File: config.mk
export PLATFORM = sky130hd
export DESIGN_NAME = sefp_bank
export DESIGN_NICKNAME = d
export VERILOG_FILES = /design/src/sefp_pkg.sv /design/src/sefp_sync.sv /design/src/sefp_supply_guard.sv /design/src/sefp_bank.sv
export VERILOG_INCLUDE_DIRS = /design/src
export SDC_FILE = /design/constraint.sdc
export NUM_CORES = 1
export LEC_CHECK = 0
export BUFFER_PORTS_ARGS = -buffer_cell sky130_fd_sc_hd__buf_2
export CAP_MARGIN = 10
export CORE_MARGIN = 1
export CORE_UTILIZATION = 52
export DETAILED_ROUTE_END_ITERATION = 12
export PLACE_DENSITY = 0.82
export RECOVER_POWER = 100
export SLEW_MARGIN = 5
export SYNTH_ARGS = -nofsm -noshare
export SYNTH_HDL_FRONTEND = slang
export SYNTH_SLANG_ARGS = --single-unit
File: constraint.sdc
create_clock -name clk -period 1.9 [get_ports clk]
set_clock_uncertainty 0.2 [all_clocks]
set_input_delay 0.285 -clock clk [delete_from_list [all_inputs] [get_ports clk]]
set_output_delay 0.285 -clock clk [all_outputs]
set_load 0.03 [all_outputs]
File: src/sefp_regs.svh
/*
 * Register offsets, field positions, reset values and timing counts for the
 * socket event-injection and supply-control register bank.
 * Assumes inclusion by bare name from the design files; definitions only.
 */
`ifndef SEFP_REGS_SVH
`define SEFP_REGS_SVH

////////////////////////////////////////////////////////////////////////////////
// Byte offsets on the register bus
`define SEFP_OFF_INJECT        12'h00c
`define SEFP_OFF_SUPPLY        12'h010
`define SEFP_OFF_STATE         12'h020
`define SEFP_OFF_PRESENT       12'h024
`define SEFP_OFF_EVENT         12'h028

////////////////////////////////////////////////////////////////////////////////
// Injection register bit positions
`define SEFP_INJ_REINTERROGATE 14
`define SEFP_INJ_YV            13
`define SEFP_INJ_XV            12
`define SEFP_INJ_THREE         11
`define SEFP_INJ_FIVE          10
`define SEFP_INJ_BADREQ        9
`define SEFP_INJ_DATALOSS      8
`define SEFP_INJ_UNRECOG       7
`define SEFP_INJ_WIDE          5
`define SEFP_INJ_NARROW        4
`define SEFP_INJ_POWER         3
`define SEFP_INJ_DET2          2
`define SEFP_INJ_DET1          1
`define SEFP_INJ_STATUS        0

////////////////////////////////////////////////////////////////////////////////
// Supply control fields and codes
`define SEFP_SUP_STOPCLK       7
`define SEFP_SUP_CORE_LSB      4
`define SEFP_SUP_PROG_LSB      0
`define SEFP_SUP_MASK          32'h0000_00f7
`define SEFP_SUP_RESET         32'h0000_0000
`define SEFP_CODE_OFF          3'h0
`define SEFP_CODE_12V          3'h1
`define SEFP_CODE_5V           3'h2
`define SEFP_CODE_3V3          3'h3
`define SEFP_CODE_XV           3'h4
`define SEFP_CODE_YV           3'h5

////////////////////////////////////////////////////////////////////////////////
// Interrogation timing: cycles the card identification takes
`define SEFP_INTERROGATE_CYCLES 8'h10
// Cycles after reset before pin edges count; a filling synchroniser raises no event
`define SEFP_SETTLE_CYCLES      3'h7

`endif

File: src/sefp_pkg.sv
/*
 * Types shared by the socket register bank.
 * Assumes nothing beyond a SystemVerilog compiler.
 */
package sefp_pkg;

	// Capability and card-type flags held in the present-state register
	typedef struct packed {
		logic yvCapable;
		logic xvCapable;
		logic threeVoltCapable;
		logic fiveVoltCapable;
		logic badSupplyRequest;
		logic dataLoss;
		logic unrecognisedCard;
		logic wideBusCard;
		logic narrowCard;
	} sefp_card_flags_t;

	// Sticky socket events
	typedef struct packed {
		logic powerChange;
		logic detectTwo;
		logic detectOne;
		logic statusChange;
	} sefp_events_t;

	// Supply request towards the power switch
	typedef struct packed {
		logic [2:0] core;
		logic [2:0] prog;
	} sefp_supply_t;

	// Interrogation sequencer states
	typedef enum logic [1:0] {
		SEFP_IDLE  = 2'b01,
		SEFP_PROBE = 2'b10
	} sefp_probe_state_t;

endpackage

File: src/sefp_sync.sv
/*
 * Three-stage synchroniser with agreement filter for asynchronous pins.
 * Assumes clk is the bus clock; output changes only when stages two and
 * three agree.
 */
`timescale 1ns/1ps

module sefp_sync #(
	parameter int WIDTH = 3
) (
	input  wire logic             clk,   // Bus clock
	input  wire logic             srst,  // Synchronous reset
	input  wire logic [WIDTH-1:0] din,   // Asynchronous pins
	output logic      [WIDTH-1:0] dout   // Filtered level
);

	logic [WIDTH-1:0] s1Q;
	logic [WIDTH-1:0] s2Q;
	logic [WIDTH-1:0] s3Q;

	initial begin
		if (WIDTH < 1) $error("sefp_sync: WIDTH must be positive");
	end

	////////////////////////////////////////////////////////////////////////////
	// Stage one feeds only stage two
	always_ff @(posedge clk) begin
		if (srst) begin
			s1Q <= '0;
			s2Q <= '0;
			s3Q <= '0;
		end else begin
			s1Q <= din;
			s2Q <= s1Q;
			s3Q <= s2Q;
		end
	end

	// Agreement filter rejects a single-cycle metastable value
	genvar g;
	generate
		for (g = 0; g < WIDTH; g++) begin : gFilt
			always_ff @(posedge clk) begin
				if (srst) begin
					dout[g] <= 1'b0;
				end else if (s2Q[g] == s3Q[g]) begin
					dout[g] <= s3Q[g];
				end
			end
		end
	endgenerate

endmodule

File: src/sefp_supply_guard.sv
/*
 * Limits the requested socket supplies to those an inserted wide-bus card accepts.
 * Assumes flags come from the present-state logic on the same clock.
 */
`timescale 1ns/1ps
`include "sefp_regs.svh"

module sefp_supply_guard (
	input  wire logic                      clk,       // Bus clock
	input  wire logic                      srst,      // Synchronous reset
	input  wire logic                      enable,    // Power control enabled
	input  wire sefp_pkg::sefp_supply_t    request,   // Software request
	input  wire sefp_pkg::sefp_card_flags_t flags,    // Card capability
	output sefp_pkg::sefp_supply_t         applied,   // Registered supply
	output logic                           badReq     // Bad request, high while it is held
);

	// Checks one core code against the card capabilities
	function automatic logic core_ok(input logic [2:0] c, input sefp_pkg::sefp_card_flags_t f);
		case (c)
			`SEFP_CODE_OFF: core_ok = 1'b1;
			`SEFP_CODE_5V:  core_ok = f.fiveVoltCapable;
			`SEFP_CODE_3V3: core_ok = f.threeVoltCapable;
			`SEFP_CODE_XV:  core_ok = f.xvCapable;
			`SEFP_CODE_YV:  core_ok = f.yvCapable;
			default:        core_ok = 1'b0;
		endcase
	endfunction

	wire logic coreOk = core_ok(request.core, flags);
	// Wide-bus cards never take 12 V or 5 V programming supply
	wire logic progOk = (request.prog <= `SEFP_CODE_YV) &&
		!(flags.wideBusCard && (request.prog == `SEFP_CODE_12V || request.prog == `SEFP_CODE_5V));
	wire logic reqOk  = !flags.wideBusCard || (coreOk && progOk);
	wire logic legal  = reqOk && request.core != 3'h1 && request.core <= `SEFP_CODE_YV
		&& request.prog <= `SEFP_CODE_YV;

	////////////////////////////////////////////////////////////////////////////
	// Unacceptable or disabled requests leave the socket unpowered
	always_ff @(posedge clk) begin
		if (srst) begin
			applied <= '0;
			badReq  <= 1'b0;
		end else begin
			applied <= (enable && legal) ? request : '0; // RULE_16 RULE_05
			badReq  <= enable && !legal && (request != '0);
		end
	end

endmodule

File: src/sefp_bank.sv
/*
 * Socket event-injection and supply-control register bank with APB slave.
 * Assumes a 32-bit APB master on clk, card pins asynchronous to clk, and a
 * power switch that accepts the registered supply outputs.
 */
// Functional notes
// RULE_01: Injection register bits 31 to 15 always read as zero.
// RULE_02: Writing bit 14 re-interrogates the card, refreshes flags, re-enables power.
// RULE_03: Software sets bit 14 whenever its forced change needs interrogation.
// RULE_04: Bits 13 to 10 load the YV, XV, 3 V, 5 V capability flags.
// RULE_05: Setting any forced voltage bit disables power control until re-interrogation.
// RULE_06: Bit 9 writes the bad supply request flag.
// RULE_07: Bit 8 writes the data loss flag.
// RULE_08: Bit 7 writes the unrecognised card flag.
// RULE_09: Bit 6 is reserved, reads zero, writes ignored.
// RULE_10: Bit 5 writes the wide bus card flag.
// RULE_11: Bit 4 writes the narrow card flag.
// RULE_12: Bit 3 sets the power change event; powered flag untouched.
// RULE_13: Bit 2 sets detect two event; live level untouched.
// RULE_14: Bit 1 sets detect one event; live level untouched.
// RULE_15: Bit 0 sets status change event; live level untouched.
// RULE_16: With a wide bus card only acceptable supplies are applied.
// RULE_17: Supply control writable bits 7, 6-4, 2-0 reset zero; others read zero.
// RULE_18: Supply fields cleared by bus reset only when wake events disabled.
// RULE_19: Core field: 0 off, 2 5 V, 3 3.3 V, 4 X.X, 5 Y.Y.
// RULE_20: Programming field: 0 off, 1 12 V, 2 5 V, 3 3.3 V, 4 X.X, 5 Y.Y.
// RULE_21: Injection register is not stored and reads as all zero.
`timescale 1ns/1ps
`include "sefp_regs.svh"

module sefp_bank #(
	parameter int ADDR_WIDTH = 12
) (
	input  wire logic                   clk,            // Bus clock, 40 MHz
	input  wire logic                   srst,           // Global synchronous reset
	input  wire logic                   busResetPin,    // Card bus reset, async
	input  wire logic                   wakeEnable,     // Wake events enabled
	input  wire logic                   psel,           // APB select
	input  wire logic                   penable,        // APB enable
	input  wire logic                   pwrite,         // APB direction
	input  wire logic [ADDR_WIDTH-1:0]  paddr,          // APB byte address
	input  wire logic [31:0]            pwdata,         // APB write data
	output logic      [31:0]            prdata,         // APB read data
	output logic                        pready,         // APB ready
	output logic                        pslverr,        // APB error
	input  wire logic                   cardDetectOnePin, // Detect one, async
	input  wire logic                   cardDetectTwoPin, // Detect two, async
	input  wire logic                   cardStatusChangePin, // Status change, async
	input  wire sefp_pkg::sefp_card_flags_t probeResult, // Interrogation result
	output logic                        probeActive,    // Interrogation running
	output sefp_pkg::sefp_supply_t      supplyApplied,  // Supply to power switch
	output logic                        stopClockMode   // Clock stop policy
);

	initial begin
		if (ADDR_WIDTH < 6) $error("sefp_bank: ADDR_WIDTH too small");
	end

	////////////////////////////////////////////////////////////////////////////
	// Declarations
	sefp_pkg::sefp_card_flags_t flagsQ;
	sefp_pkg::sefp_events_t     eventsQ;
	sefp_pkg::sefp_supply_t     supplyQ;
	sefp_pkg::sefp_probe_state_t stateQ;
	logic       stopClkQ;
	logic       powerEnableQ;
	logic       poweredQ;
	logic [7:0] probeCntQ;
	logic [2:0] pinLevel;
	logic [2:0] pinLevelQ;
	logic [1:0] busRstSyncQ;
	logic       busRstLevel;
	sefp_pkg::sefp_supply_t appliedW;
	logic       badReqPulse;
	logic [2:0] settleCntQ;

	////////////////////////////////////////////////////////////////////////////
	// Pin synchronisers: detect two, detect one, status change; bus reset
	sefp_sync #(.WIDTH(3)) uPinSync (
		.clk  (clk),
		.srst (srst),
		.din  ({cardDetectTwoPin, cardDetectOnePin, cardStatusChangePin}),
		.dout (pinLevel)
	);

	sefp_sync #(.WIDTH(1)) uRstSync (
		.clk  (clk),
		.srst (srst),
		.din  (busResetPin),
		.dout (busRstLevel)
	);

	////////////////////////////////////////////////////////////////////////////
	// APB decode; single-cycle access phase
	wire logic        access   = psel && penable;
	wire logic        wrStrobe = access && pwrite;
	wire logic [11:0] addr12   = {{(12 - 6){1'b0}}, paddr[5:0]};
	wire logic        upperZero = (paddr >> 6) == '0;
	wire logic        hitInject = upperZero && addr12 == `SEFP_OFF_INJECT;
	wire logic        hitSupply = upperZero && addr12 == `SEFP_OFF_SUPPLY;
	wire logic        hitState  = upperZero && addr12 == `SEFP_OFF_STATE;
	wire logic        hitPresent = upperZero && addr12 == `SEFP_OFF_PRESENT;
	wire logic        hitEvent  = upperZero && addr12 == `SEFP_OFF_EVENT;
	wire logic        hitAny    = hitInject | hitSupply | hitState | hitPresent | hitEvent;
	wire logic        injWr     = wrStrobe && hitInject;
	wire logic        supWr     = wrStrobe && hitSupply;
	wire logic        evtWr     = wrStrobe && hitEvent;

	// Injection bits; bit 6 and bits 31..15 have no decode at all
	wire logic reinterrogate = injWr && pwdata[`SEFP_INJ_REINTERROGATE];   // RULE_02
	wire logic forcedVoltage = injWr && (pwdata[`SEFP_INJ_YV] | pwdata[`SEFP_INJ_XV] |
		pwdata[`SEFP_INJ_THREE] | pwdata[`SEFP_INJ_FIVE]);                  // RULE_05
	wire logic probeDone = (stateQ == sefp_pkg::SEFP_PROBE) && (probeCntQ == 8'h00);

	////////////////////////////////////////////////////////////////////////////
	// Interrogation sequencer
	always_ff @(posedge clk) begin
		if (srst) begin
			stateQ    <= sefp_pkg::SEFP_IDLE;
			probeCntQ <= 8'h00;
		end else begin
			case (stateQ)
				sefp_pkg::SEFP_IDLE: begin
					if (reinterrogate) begin                          // RULE_02
						stateQ    <= sefp_pkg::SEFP_PROBE;
						probeCntQ <= `SEFP_INTERROGATE_CYCLES - 8'h01;
					end
				end
				sefp_pkg::SEFP_PROBE: begin
					if (probeCntQ == 8'h00) begin
						stateQ <= sefp_pkg::SEFP_IDLE;
					end else begin
						probeCntQ <= probeCntQ - 8'h01;
					end
				end
				default: begin
					stateQ <= sefp_pkg::SEFP_IDLE;
				end
			endcase
		end
	end

	////////////////////////////////////////////////////////////////////////////
	// Power control enable: forced voltages disable, interrogation restores
	always_ff @(posedge clk) begin
		if (srst) begin
			powerEnableQ <= 1'b1;
		end else if (probeDone) begin
			powerEnableQ <= 1'b1;                                    // RULE_02
		end else if (forcedVoltage) begin
			powerEnableQ <= 1'b0;                                    // RULE_05
		end
	end

	////////////////////////////////////////////////////////////////////////////
	// Present-state flags: written from injection, refreshed by interrogation
	always_ff @(posedge clk) begin
		if (srst) begin
			flagsQ <= '0;
		end else if (probeDone) begin
			flagsQ <= probeResult;                                   // RULE_02
		end else if (injWr) begin
			flagsQ.yvCapable        <= pwdata[`SEFP_INJ_YV];         // RULE_04
			flagsQ.xvCapable        <= pwdata[`SEFP_INJ_XV];         // RULE_04
			flagsQ.threeVoltCapable <= pwdata[`SEFP_INJ_THREE];      // RULE_04
			flagsQ.fiveVoltCapable  <= pwdata[`SEFP_INJ_FIVE];       // RULE_04
			flagsQ.badSupplyRequest <= pwdata[`SEFP_INJ_BADREQ] | badReqPulse; // RULE_06
			flagsQ.dataLoss         <= pwdata[`SEFP_INJ_DATALOSS];   // RULE_07
			flagsQ.unrecognisedCard <= pwdata[`SEFP_INJ_UNRECOG];    // RULE_08
			flagsQ.wideBusCard      <= pwdata[`SEFP_INJ_WIDE];       // RULE_10
			flagsQ.narrowCard       <= pwdata[`SEFP_INJ_NARROW];     // RULE_11
		end else if (badReqPulse) begin
			flagsQ.badSupplyRequest <= 1'b1;
		end
	end

	////////////////////////////////////////////////////////////////////////////
	// Live pin levels frozen during interrogation, since probing drives them
	always_ff @(posedge clk) begin
		if (srst) begin
			pinLevelQ <= 3'h0;
		end else if (stateQ == sefp_pkg::SEFP_IDLE) begin
			pinLevelQ <= pinLevel;
		end
	end

	// Settle count after reset; pins idle high would otherwise look like an edge from zero
	always_ff @(posedge clk) begin
		if (srst) begin
			settleCntQ <= 3'h0;
		end else if (settleCntQ != `SEFP_SETTLE_CYCLES) begin
			settleCntQ <= settleCntQ + 3'h1;
		end
	end

	wire logic pinsSettled = settleCntQ == `SEFP_SETTLE_CYCLES;

	// Level edges feed the sticky events
	wire logic [2:0] pinEdge = (pinLevelQ ^ pinLevel) & {3{stateQ == sefp_pkg::SEFP_IDLE && pinsSettled}};
	wire logic poweredNow = supplyApplied != '0;

	always_ff @(posedge clk) begin
		if (srst) begin
			poweredQ <= 1'b0;
		end else begin
			poweredQ <= poweredNow;
		end
	end

	////////////////////////////////////////////////////////////////////////////
	// Sticky events: write one to clear, a set in the same cycle wins
	wire logic setPower  = (injWr && pwdata[`SEFP_INJ_POWER]) || (poweredQ != poweredNow); // RULE_12
	wire logic setDetTwo = (injWr && pwdata[`SEFP_INJ_DET2]) || pinEdge[2];               // RULE_13
	wire logic setDetOne = (injWr && pwdata[`SEFP_INJ_DET1]) || pinEdge[1];               // RULE_14
	wire logic setStatus = (injWr && pwdata[`SEFP_INJ_STATUS]) || pinEdge[0];             // RULE_15

	always_ff @(posedge clk) begin
		if (srst) begin
			eventsQ <= '0;
		end else begin
			eventsQ.powerChange  <= setPower  | (eventsQ.powerChange  & ~(evtWr & pwdata[3]));
			eventsQ.detectTwo    <= setDetTwo | (eventsQ.detectTwo    & ~(evtWr & pwdata[2]));
			eventsQ.detectOne    <= setDetOne | (eventsQ.detectOne    & ~(evtWr & pwdata[1]));
			eventsQ.statusChange <= setStatus | (eventsQ.statusChange & ~(evtWr & pwdata[0]));
		end
	end

	////////////////////////////////////////////////////////////////////////////
	// Supply control register; fields survive bus reset while wake is enabled
	wire logic clearSupply = busRstLevel && !wakeEnable;              // RULE_18

	always_ff @(posedge clk) begin
		if (srst) begin
			supplyQ  <= '0;                                          // RULE_17
			stopClkQ <= 1'b0;                                        // RULE_17
		end else if (supWr) begin
			supplyQ.core <= pwdata[`SEFP_SUP_CORE_LSB +: 3];         // RULE_19
			supplyQ.prog <= pwdata[`SEFP_SUP_PROG_LSB +: 3];         // RULE_20
			stopClkQ     <= pwdata[`SEFP_SUP_STOPCLK];
		end else if (clearSupply) begin
			supplyQ <= '0;                                           // RULE_18
		end
	end

	sefp_supply_guard uGuard (
		.clk     (clk),
		.srst    (srst),
		.enable  (powerEnableQ),
		.request (supplyQ),
		.flags   (flagsQ),
		.applied (appliedW),
		.badReq  (badReqPulse)
	);

	////////////////////////////////////////////////////////////////////////////
	// Read mux; injection register reads as zero in full
	wire logic [31:0] supplyRd = {24'h000000, stopClkQ, supplyQ.core, 1'b0, supplyQ.prog} &
		`SEFP_SUP_MASK;                                              // RULE_17
	wire logic [31:0] stateRd = {29'h0, stateQ == sefp_pkg::SEFP_PROBE, powerEnableQ, poweredQ};
	wire logic [31:0] presentRd = {18'h0, flagsQ.yvCapable, flagsQ.xvCapable,
		flagsQ.threeVoltCapable, flagsQ.fiveVoltCapable, flagsQ.badSupplyRequest,
		flagsQ.dataLoss, flagsQ.unrecognisedCard, 1'b0, flagsQ.wideBusCard,
		flagsQ.narrowCard, poweredQ, pinLevelQ};
	wire logic [31:0] eventRd = {28'h0, eventsQ};
	wire logic [31:0] rdMux = hitSupply  ? supplyRd :
		hitState   ? stateRd :
		hitPresent ? presentRd :
		hitEvent   ? eventRd : 32'h0000_0000;                        // RULE_01 RULE_09 RULE_21

	////////////////////////////////////////////////////////////////////////////
	// APB answer registered: pready rises the cycle after setup, with penable
	always_ff @(posedge clk) begin
		if (srst) begin
			pready  <= 1'b0;
			prdata  <= 32'h0000_0000;
			pslverr <= 1'b0;
		end else begin
			pready  <= psel && !penable;
			prdata  <= (psel && !penable && !pwrite) ? rdMux : 32'h0000_0000;
			pslverr <= psel && !penable && !hitAny;
		end
	end

	////////////////////////////////////////////////////////////////////////////
	// Registered outputs
	always_ff @(posedge clk) begin
		if (srst) begin
			probeActive   <= 1'b0;
			supplyApplied <= '0;
			stopClockMode <= 1'b0;
		end else begin
			probeActive   <= stateQ == sefp_pkg::SEFP_PROBE;
			supplyApplied <= appliedW;                               // RULE_16
			stopClockMode <= stopClkQ;
		end
	end

endmodule

==> results.sh <==
export IMPL_status="finished, final reports clean"
export IMPL_avgSynthCellArea_sq_um=9.133
export IMPL_synth_edf_count=0
export IMPL_clock_fmax_ghz=0.5497
export IMPL_synth_seq_cells=85
export IMPL_clockRootBuffer="clkbuf_8"
export IMPL_numPortBuffers=69
export IMPL_setup_slack_ps=80.81
export IMPL_maxSlewHeadroom_pct=18.17
export IMPL_cts_setup_buffers=0
export IMPL_grt_overflow_total=0
export IMPL_setup_viol=0
export IMPL_syn_inst=408
export IMPL_dp_slack_ps=4.022
export IMPL_cts_sinks=85
export IMPL_fin_util_pct=64.17
export IMPL_floorplan_initialDensity_pct=54.24
export IMPL_worstSetupPathType="register to register"
export IMPL_die_area_sq_um=7508
export IMPL_fin_nets=564
export IMPL_seq_area_frac_synth_pct=45.67
export IMPL_drc=0
export IMPL_grt_pass1_wl_mm=13.14
export IMPL_place_congestion=0.9878
export IMPL_antenna_left=0
export IMPL_rsz0062_at_grt="false"
export IMPL_power_density_nw_per_um2=759.6
export IMPL_layout_common_cells="85 x dfxtp_1, 43 x buf_2, 33 x nand3_1, 31 x clkbuf_1, 27 x nor2_1"
export IMPL_antenna_cells=0
export IMPL_core_sq_um=6869
export IMPL_drt_pass1_iter_count=5
export IMPL_start_kind="register"
export IMPL_cp_max_fo=6
export IMPL_drive_gt1_share_pct=17.60
export IMPL_period_minus_slack_ps=1819
export IMPL_grt_pass1_vias=2929
export IMPL_layout_commonest_cell="dfxtp_1"
export IMPL_grt_total_usage_pct=22.69
export IMPL_period_share_pct=95.75
export IMPL_wl_mm=8.290
export IMPL_clock_path_buffers=2
export IMPL_die_x_microns=86.65
export IMPL_synth_top_flop_cell="dfxtp_1"
export IMPL_num_rows=30
export IMPL_slew_viol_final=0
export IMPL_path_clk_slew_ps=80
export IMPL_placed_area_sq_um=4192
export IMPL_syn_cell_area_sq_um=3726
export IMPL_async_flop_share_pct=0
export IMPL_cts_tree="built"
export IMPL_hold_violations=0
export IMPL_p_leak_nw=1.717
export IMPL_antenna_found_initial=0
export IMPL_post_drt_wl_per_cell_microns=13.91
export IMPL_post_route_cell_area_sq_um=4408
export IMPL_fin_setup_tns_ps=0
export IMPL_ir_drop_mv=0.4317
export IMPL_area_delta_synth_final_pct=18.30
export IMPL_endpoint_kind="register"
export IMPL_hpwl_mm=6.023
export IMPL_numCtsBuffers=9
export IMPL_htree_levels=3
export IMPL_insertion_delay_ps=360
export IMPL_hp_class="primary input to register"
export IMPL_fp_dieH_microns=86.65
export IMPL_drt_iter0_markers=375
export IMPL_vias_per_cell=5.508
export IMPL_pin_count=105
export IMPL_dr_total_vias=3283
export IMPL_required_ps=1970
export IMPL_n_fill_cell=582
export IMPL_ys_warn_count=0
export IMPL_tightest_slew_ps=1228
export IMPL_cp_arrival_ps=1890
export IMPL_grt_max_degree=34
export IMPL_yosysUniqueCellTypes=56
export IMPL_hold_worst_slack_ps=1.463
export IMPL_cap_violations=0
[logic make-up after synthesis]
group | count (synthesis) | synth area share [%]
AO/OA/AOI/OAI | 85 | 14.84
XOR/XNOR | 12 | 2.821
adder cells (fa/ha/maj) | 6 | 2.015
buffers and inverters | 47 | 7.253
flip-flops | 85 | 45.67
multiplexers | 7 | 1.881
other | 1 | 0.1006
AND/OR/NAND/NOR | 165 | 25.42
[sequential cells by signal, indices dropped and copies added, names as in the netlist, 3 cells and up]
signal,count
settleCntQ,3
uPinSync.s1Q,3
uPinSync.s3Q,3
flagsQ,9
eventRd,4
probeCntQ,8
prdata,14
uGuard.applied,6
supplyApplied,6
uPinSync.dout,3
supplyQ,6
uPinSync.s2Q,3
pinLevelQ,3
[worst paths after layout]
path | start | end | slack (ps) | depth (start not counted)
max | probeCntQ[3]$_SDFFE_PP0P_ | probeCntQ[6]$_SDFFE_PP0P_ | 80 | 3
min | pwdata[4] | supplyQ[3]$_SDFFE_PP0P_ | 1 | 3
max reg2reg | probeCntQ[3]$_SDFFE_PP0P_ | probeCntQ[6]$_SDFFE_PP0P_ | 80 | 3
min reg2reg | uGuard.applied[4]$_SDFF_PP0_ | supplyApplied[4]$_SDFF_PP0_ | 240 | 1
[synthesized netlist by cell type, types with 3 or more instances]
master	n	area, sq um
and3_1	7	43.79
nand3b_1	3	22.52
buf_4	22	165.2
clkbuf_1	14	52.55
o21ai_0	22	110.1
a31oi_1	7	43.79
o211ai_1	7	52.55
nand2_1	14	52.55
inv_1	7	26.28
nor4_1	3	18.77
xnor2_1	4	35.03
nand3_1	33	165.2
a21oi_1	22	110.1
mux2i_1	7	70.07
xor2_1	8	70.07
nor3b_1	3	22.52
and2_1	10	62.56
a311oi_1	8	70.07
dfxtp_1	85	1702
nand2b_1	6	37.54
nor2_1	27	101.4
ha_1	6	75.07
buf_2	3	15.01
nor3_1	15	75.07
a32oi_1	3	26.28
nor2b_1	24	150.1
[per-stage QoR]
stage               instances  power [mW]
finish                    596       3.348
global route              596       3.472
CTS                       596       3.364
detailed placement        574       2.064
global placement          574       2.059
floorplan                 425       2.003
[worst max-delay path, cell delays in order (launching register included)]
cell,delay [ps]
dfxtp_1,380
or4_4,570
or3_1,370
a211oi_1,220
[where the power goes]
group	switching [mW]	internal (mW)	total, mW
registers	0.00766	1.80	1.81
logic	0.143	0.0815	0.225
clock network	0.632	0.687	1.32
total	0.782	2.57	3.35
[timing repair]
| item | in CTS | in global routing |
|---|---|---|
| endpoints found under the setup margin | 0 | 8 |
| endpoints found under the hold margin | 6 | 0 |
| gates resized for setup | 0 | 3 |
| hold buffers | 6 | 0 |
[per-layer routing]
metal	vias to the layer above	global-route usage, %	wire, microns
li1	1589	-	-
met1	1526	28.79	3644
met2	151	36.36	3896
met3	17	5.143	568
met4	0	11.36	180
met5	-	0	0
[layout make-up]
| cell class | count | area (sq um) | area share [%] |
|---|---|---|---|
| Tap cell | 96 | 120.1 | 2.725 |
| Multi-Input combinational cell | 293 | 1818 | 41.24 |
| Clock buffer | 12 | 155.1 | 3.520 |
| Inverter | 7 | 26.28 | 0.5961 |
| Timing Repair Buffer | 99 | 530.5 | 12.04 |
| Sequential cell | 85 | 1702 | 38.60 |
| Clock inverter | 4 | 56.30 | 1.277 |
Note: power is estimated with default switching activity, not from simulation.
